**config.mk**
```make
export PLATFORM = sky130hd
export DESIGN_NAME = slsb_short_flag_bank
export DESIGN_NICKNAME = d
export VERILOG_FILES = /design/src/design/slsb_pkg.sv /design/src/design/slsb_short_flag_bank.sv /design/src/design/slsb_sync.sv
export SDC_FILE = /design/constraint.sdc
export NUM_CORES = 1
export LEC_CHECK = 0
export BUFFER_PORTS_ARGS = -buffer_cell sky130_fd_sc_hd__buf_2
export CAP_MARGIN = 10
export CORE_ASPECT_RATIO = 0.6
export CORE_MARGIN = 2
export CORE_UTILIZATION = 52
export DETAILED_ROUTE_END_ITERATION = 16
export HOLD_SLACK_MARGIN = 0.08
export PLACE_DENSITY = 0.86
export REMOVE_ABC_BUFFERS = 1
export SLEW_MARGIN = 20
export SYNTH_ARGS = -nofsm -noshare
export SYNTH_HDL_FRONTEND = slang
export SYNTH_SLANG_ARGS = --single-unit
```
**constraint.sdc**
```tcl
create_clock -name pclk -period 3.05 [get_ports pclk]
set_input_delay 0.305 -clock pclk [delete_from_list [all_inputs] [get_ports pclk]]
set_output_delay 0.305 -clock pclk [all_outputs]
set_load 0.005 [all_outputs]
```
**src/design/slsb_pkg.sv**
```systemverilog
/*
  Constants and types for the single-LED short-fault flag bank: register
  indices and byte addresses, reset values, field layout and decode codes.
  Assumes a 32-bit APB register bus with one aligned word per register.
*/
package slsb_pkg;

  // ==========================================================================
  // register indices (byte address is four times the index)
  localparam logic [7:0] IDX_FLAGS_E_F = 8'hA5;
  localparam logic [7:0] IDX_FLAGS_G_H = 8'hA6;
  localparam logic [7:0] IDX_IRQ_STATUS = 8'hC0;
  localparam logic [7:0] IDX_IRQ_MASK = 8'hC1;

  localparam logic [11:0] ADDR_FLAGS_E_F = {2'h0, IDX_FLAGS_E_F, 2'h0};
  localparam logic [11:0] ADDR_FLAGS_G_H = {2'h0, IDX_FLAGS_G_H, 2'h0};
  localparam logic [11:0] ADDR_IRQ_STATUS = {2'h0, IDX_IRQ_STATUS, 2'h0};
  localparam logic [11:0] ADDR_IRQ_MASK = {2'h0, IDX_IRQ_MASK, 2'h0};

  // ==========================================================================
  // reset values and field layout
  localparam logic [7:0] FLAGS_RESET = 8'h00;
  localparam logic [15:0] IRQ_STATUS_RESET = 16'h0000;
  localparam logic [15:0] IRQ_MASK_RESET = 16'h0000;
  // reserved bits 7 and 3 of each byte
  localparam logic [15:0] IRQ_VALID_BITS = 16'h7777;
  localparam int CHANS_PER_GROUP = 3;
  localparam int DETECT_W = 12;

  typedef struct packed {
    logic rsv_hi;
    logic [2:0] hi;
    logic rsv_lo;
    logic [2:0] lo;
  } slsb_flag_byte_t;

  typedef enum logic [4:0] {
    SEL_NONE = 5'h01,
    SEL_FLAGS_E_F = 5'h02,
    SEL_FLAGS_G_H = 5'h04,
    SEL_IRQ_STATUS = 5'h08,
    SEL_IRQ_MASK = 5'h10
  } slsb_sel_t;

endpackage : slsb_pkg

```
**src/design/slsb_short_flag_bank.sv**
```systemverilog
/*
  Read-only bank of single-LED short-circuit fault flags for channel groups
  E, F, G and H, with a sticky event status, mask and one interrupt line,
  reached over APB (32-bit data, zero wait states, registered answer).
  Assumes the detect inputs come from the analog detection logic, outside
  the pclk domain, and are held while a fault is present.
*/
// The APB interface to the registers is this design's own decision.
`timescale 1ns/1ps
module slsb_short_flag_bank #(
  parameter int ADDR_W = 12
) (
  // clock and reset
  input wire logic pclk,
  input wire logic presetn,
  // apb slave
  input wire logic psel,
  input wire logic penable,
  input wire logic pwrite,
  input wire logic [ADDR_W-1:0] paddr,
  input wire logic [31:0] pwdata,
  output logic [31:0] prdata,
  output logic pready,
  output logic pslverr,
  // per-channel short detection, bit n is channel n of the group
  input wire logic [2:0] short_detect_e,
  input wire logic [2:0] short_detect_f,
  input wire logic [2:0] short_detect_g,
  input wire logic [2:0] short_detect_h,
  // interrupt
  output logic irq
);

  // ==========================================================================
  // elaboration check
  if (ADDR_W < 10 || ADDR_W > 32) begin : g_bad_addr_w
    $error("slsb_short_flag_bank: ADDR_W must lie in 10..32");
  end

  // ==========================================================================
  // address decode
  function automatic slsb_pkg::slsb_sel_t decode(input logic [ADDR_W-1:0] addr);
    if (addr == ADDR_W'(slsb_pkg::ADDR_FLAGS_E_F)) begin
      return slsb_pkg::SEL_FLAGS_E_F;
    end else if (addr == ADDR_W'(slsb_pkg::ADDR_FLAGS_G_H)) begin
      return slsb_pkg::SEL_FLAGS_G_H;
    end else if (addr == ADDR_W'(slsb_pkg::ADDR_IRQ_STATUS)) begin
      return slsb_pkg::SEL_IRQ_STATUS;
    end else if (addr == ADDR_W'(slsb_pkg::ADDR_IRQ_MASK)) begin
      return slsb_pkg::SEL_IRQ_MASK;
    end else begin
      return slsb_pkg::SEL_NONE;
    end
  endfunction : decode

  // ==========================================================================
  // detect input synchronisation
  logic [slsb_pkg::DETECT_W-1:0] det_raw;
  logic [slsb_pkg::DETECT_W-1:0] det_s;
  logic [2:0] det_e;
  logic [2:0] det_f;
  logic [2:0] det_g;
  logic [2:0] det_h;

  assign det_raw = {short_detect_h, short_detect_g, short_detect_f, short_detect_e};

  slsb_sync #(
    .WIDTH(slsb_pkg::DETECT_W)
  ) u_sync (
    .pclk(pclk),
    .presetn(presetn),
    .d(det_raw),
    .q(det_s)
  );

  assign det_e = det_s[2:0];
  assign det_f = det_s[5:3];
  assign det_g = det_s[8:6];
  assign det_h = det_s[11:9];

  // ==========================================================================
  // flag registers and event status
  slsb_pkg::slsb_flag_byte_t flags_e_f;
  slsb_pkg::slsb_flag_byte_t flags_g_h;
  slsb_pkg::slsb_flag_byte_t next_flags_e_f;
  slsb_pkg::slsb_flag_byte_t next_flags_g_h;
  logic [15:0] irq_status;
  logic [15:0] irq_mask;
  logic [15:0] next_irq_status;
  logic [15:0] next_irq_mask;
  logic next_irq;
  logic [15:0] rise;
  logic wr_access;
  slsb_pkg::slsb_sel_t acc_sel;

  assign acc_sel = decode(paddr);
  assign wr_access = psel && penable && pready && pwrite;

  always_comb begin
    // flags mirror the detectors only; bus writes have no path here
    next_flags_e_f.rsv_hi = 1'b0;
    next_flags_e_f.hi = det_f;
    next_flags_e_f.rsv_lo = 1'b0;
    next_flags_e_f.lo = det_e;
    next_flags_g_h.rsv_hi = 1'b0;
    next_flags_g_h.hi = det_h;
    next_flags_g_h.rsv_lo = 1'b0;
    next_flags_g_h.lo = det_g;
    // a new fault is a rising flag
    rise = {next_flags_g_h & ~flags_g_h, next_flags_e_f & ~flags_e_f};
    next_irq_mask = irq_mask;
    next_irq_status = irq_status;
    if (wr_access && acc_sel == slsb_pkg::SEL_IRQ_MASK) begin
      next_irq_mask = pwdata[15:0] & slsb_pkg::IRQ_VALID_BITS;
    end
    if (wr_access && acc_sel == slsb_pkg::SEL_IRQ_STATUS) begin
      next_irq_status = irq_status & ~pwdata[15:0];
    end
    // set after clear, so an event in the clearing cycle survives
    next_irq_status = next_irq_status | (rise & slsb_pkg::IRQ_VALID_BITS);
    next_irq = |(next_irq_status & next_irq_mask);
  end

  always_ff @(posedge pclk or negedge presetn) begin
    if (!presetn) begin
      flags_e_f <= slsb_pkg::FLAGS_RESET;
      flags_g_h <= slsb_pkg::FLAGS_RESET;
      irq_status <= slsb_pkg::IRQ_STATUS_RESET;
      irq_mask <= slsb_pkg::IRQ_MASK_RESET;
      irq <= 1'b0;
    end else begin
      flags_e_f <= next_flags_e_f;
      flags_g_h <= next_flags_g_h;
      irq_status <= next_irq_status;
      irq_mask <= next_irq_mask;
      irq <= next_irq;
    end
  end

  // ==========================================================================
  // apb answer, prepared in the setup cycle so all outputs are flops
  logic [31:0] next_prdata;
  logic next_pready;
  logic next_pslverr;
  logic setup;

  assign setup = psel && !penable;

  always_comb begin
    next_pready = setup;
    next_pslverr = 1'b0;
    next_prdata = 32'h0000_0000;
    if (setup) begin
      if (acc_sel == slsb_pkg::SEL_FLAGS_E_F) begin
        next_prdata = {24'h00_0000, flags_e_f};
      end else if (acc_sel == slsb_pkg::SEL_FLAGS_G_H) begin
        next_prdata = {24'h00_0000, flags_g_h};
      end else if (acc_sel == slsb_pkg::SEL_IRQ_STATUS) begin
        next_prdata = {16'h0000, irq_status};
      end else if (acc_sel == slsb_pkg::SEL_IRQ_MASK) begin
        next_prdata = {16'h0000, irq_mask};
      end else begin
        next_pslverr = 1'b1;
      end
      // writes to the flag registers are silently dropped
      if (pwrite) begin
        next_prdata = 32'h0000_0000;
      end
    end
  end

  always_ff @(posedge pclk or negedge presetn) begin
    if (!presetn) begin
      prdata <= 32'h0000_0000;
      pready <= 1'b0;
      pslverr <= 1'b0;
    end else begin
      prdata <= next_prdata;
      pready <= next_pready;
      pslverr <= next_pslverr;
    end
  end

  logic rd_access;
  logic clr_h0;
  assign rd_access = psel && penable && pready && !pwrite;
  assign clr_h0 = wr_access && acc_sel == slsb_pkg::SEL_IRQ_STATUS && pwdata[12];
endmodule : slsb_short_flag_bank

```
**src/design/slsb_sync.sv**
```systemverilog
/*
  Two-flop synchroniser for a bus of independent level inputs.
  Assumes each bit is a slow level; bits are not coherent with each other.
*/
`timescale 1ns/1ps
module slsb_sync #(
  parameter int WIDTH = 12
) (
  // clock and reset
  input wire logic pclk,
  input wire logic presetn,
  // levels
  input wire logic [WIDTH-1:0] d,
  output logic [WIDTH-1:0] q
);

  // ==========================================================================
  // elaboration check
  if (WIDTH < 1) begin : g_bad_width
    $error("slsb_sync: WIDTH must be at least 1");
  end

  // ==========================================================================
  // two stages; first stage feeds only the second
  logic [WIDTH-1:0] meta;

  always_ff @(posedge pclk or negedge presetn) begin
    if (!presetn) begin
      meta <= '0;
      q <= '0;
    end else begin
      meta <= d;
      q <= meta;
    end
  end

endmodule : slsb_sync

```
==> results.cfg <==
[worst_setup_path]
slowest_stage = or4_4
crit_required_ns = 3.26
crit_type = in -> reg
max_stage_delay_ns = 0.58
endpoint_kind = flip-flop
crit_top_cell = or4_1
arrival_ns = 2.91
worst_setup_path_start_kind = input pin
crit_chain = buf_2 > or4_4 > nor4_4 > buf_4 > a31oi_1 > o221ai_1 > o21ai_1 > or4_1 > or4_1
crit_fanout = 7

[final_layout]
antenna_cells = 0
fin_cells = 507
postLayoutCellArea_sq_um = 4407
drive_gt1_frac = 0.2429
nNetsFinal = 476
syn2layout_area_growth_pct = 23.49

[synthesis]
synth_fa_ha_area_frac = 0
ys.flop_type = dfrtp_1
seq_area_frac_synth = 0.6101
netlist_area_sq_um = 3568
synth_area_leaders = dfrtp_1, nand2_1, buf_4, nand2b_1, mux2i_1
synthCells = 328
syn_avg_cell_area_sq_um = 10.88
async_flop_share = 1.000
synthDistinctLibCells = 40
synthMuxAreaShare = 0.04067
synth-xor-area-share = 0
synth_top_area_cell = dfrtp_1
synth_compound_area_frac = 0.09712
ys_seq_elements = 87
ys_warn_count = 0
synth_edf_count = 0
synth_top_family_by_area = simple AND/OR/NAND/NOR gates
synth_top_area_frac = 0.6101
synthSimpleGateAreaFrac = 0.1953

[detailed_routing]
ant_nets = 0
via_count = 2718
drt_iter0_drc = 235
firstDrtPassIters = 6
wirelength_um = 8148
via_per_inst = 5.361
wl_per_cell_um = 16.07
drc = 0

[clocking]
cts-root-buf = clkbuf_16
cts_max_level = 3
cts_made_buffers = 9
insertion_delay_ns = 0.34
cts.path.max_buffers = 2
clock_sinks = 87
clk_pin_slew_ns = 0.06
cts_tree = yes

[placed_design]
dpl.hpwl_um = 5580
place_area_sq_um = 3984
dp.cells = 479
place_congestion = 0.8119
portBuffers = 63

[timing]
fmax_mhz = 370.5
worst_pin_slew_ns = 0.7496
max_slew_margin = 0.5003
fin_skew_ns = 0.005047
fin_crit_ns = 2.699
hold_violations = 0
drv_slew = 0
setup_tns_ns = 0
fin_crit_sh = 0.8849
finalSetupViolations = 0
holdWs_ns = 0.007415
rsz0062_at_grt = no

[floorplanning]
chipHeight_um = 68.17
core_sq_um = 6648
initial_core_util = 0.5368
die_area_sq_um = 7563
die_x_um = 110.9
row_count = 23
ios = 96

[global_routing]
grt_max_degree = 88
first_global_vias = 2685
antenna_found_initial = 0
overflow = 0
grt.total_usage = 0.2355
grt_pass1_wl_um = 13190

[pwr]
leakage_uw = 0.002161
pwr_density_cell_nw_per_um2 = 543.5
ir_worst_vdd_mv = 0.7002

[run]
max_cap_viol_count = 0

[worst_hold_path]
hp-class = in -> async

[run_status]
outcome = complete, no violations
registers in the layout, indices dropped and copies added, names as in the netlist:
signal and cells:
irq_mask 16, irq_status 16, prdata 16, u_sync.meta 12, u_sync.q 12, flags_e_f 6, flags_g_h 6, irq 1
pready 1, pslverr 1
where the power goes:
part / leakage, uW / switching (uW) / internal [uW] / total, uW
sequential: 0.00105 / 11.4 / 1180 / 1190
combinational: 0.000971 / 72.0 / 49.9 / 122
clock: 0.000144 / 430 / 651 / 1080
stage by stage:
step,worst slack (ns),utilization,power [uW]
5_1_grt,0.3065,0.6629,2481
3_5_place_dp,0.04101,0.5993,1321
3_3_place_gp,0.09514,0.5993,1315
2_1_floorplan,0.05483,-,1243
4_1_cts,0.3946,0.6623,2418
6_report,0.3510,0.6629,2395
routing by layer:
layer  up-vias  track usage  share of wire
li1       1267            -              -
met4         0      0.08438          0.015
met3        14      0.07440          0.068
met1      1329       0.3017           0.44
met2       108       0.3896           0.48
met5         -            0              0
worst paths after layout:
kind                                 from            to  slack [ns]  depth (start not counted)
setup / recovery                 paddr[5]           irq        0.35                          9
hold / removal                    presetn  flags_e_f[4]       0.007                          1
setup reg to reg                   pready           irq        0.50                          8
hold reg to reg            u_sync.meta[0]   u_sync.q[0]        0.35                          0
max in group asynchronous         presetn  flags_e_f[6]        2.54                          1
min in group pclk                 penable        pready        0.16                          2
final cells by class:
| type | instances | area, sq um |
|---|---|---|
| fillers | 526 | 2241 |
| flip-flops and latches | 87 | 2177 |
| multi-input cells | 220 | 1249 |
| repair buffers | 88 | 539.3 |
| clock buffers | 10 | 239.0 |
| well taps | 87 | 108.9 |
| clock inverters | 6 | 60.06 |
| inverters | 9 | 33.78 |
cell families after synthesis:
kind of cell | count (synthesis)
AND/OR/NAND/NOR | 139
flip-flops | 87
AO/OA/AOI/OAI | 51
buffers and inverters | 36
multiplexers | 14
other | 1
what timing repair did:
item                                   in CTS  in global routing
endpoints found under the hold margin      12                  0
resized for setup                           0                  0
hold buffers                               12                  0
setup endpoints to repair                   0                  0
setup buffers                               0                  0
cell usage in the layout, fill, tap and decap left out, drive strengths merged, types with 2 or more instances in the layout:
master	n
nor3	2
nand2	66
a222oi	6
nor4	2
nor2	22
a31oi	4
or4	4
o221ai	7
and2	5
nand2b	17
a22oi	6
nand4	5
mux2i	10
a21boi	4
dfrtp	87
mux2	4
o21ai	12
clkinvlp	2
a21oi	10
clkbuf	10
dlygate4sd3	12
conb	16
clkinv	3
inv	9
nand3	5
buf	76
nor2b	5
worst max-delay path: cells and delay by family:
family / cells / cell delay (ns)
and+or+nand+nor: 4 / 1.88
AOI/OAI and AO/OA: 3 / 0.39
buffers and inverters: 2 / 0.32
cell usage after synthesis (2+ instances only):
master and count:
a31oi_1 4, buf_4 16, a222oi_1 6, a21oi_1 10, and2_1 5, o21ai_0 11
buf_2 2, nand2_1 66, inv_1 9, a21boi_0 4, o221ai_1 7, nand2b_1 17
or4_1 3, nor2b_1 5, nand3_1 4, nor2_1 22, mux2i_1 10, clkbuf_1 7
nand4_1 5, a22oi_1 6, mux2_2 4, dfrtp_1 87
Power figures use the tool's default switching activity.
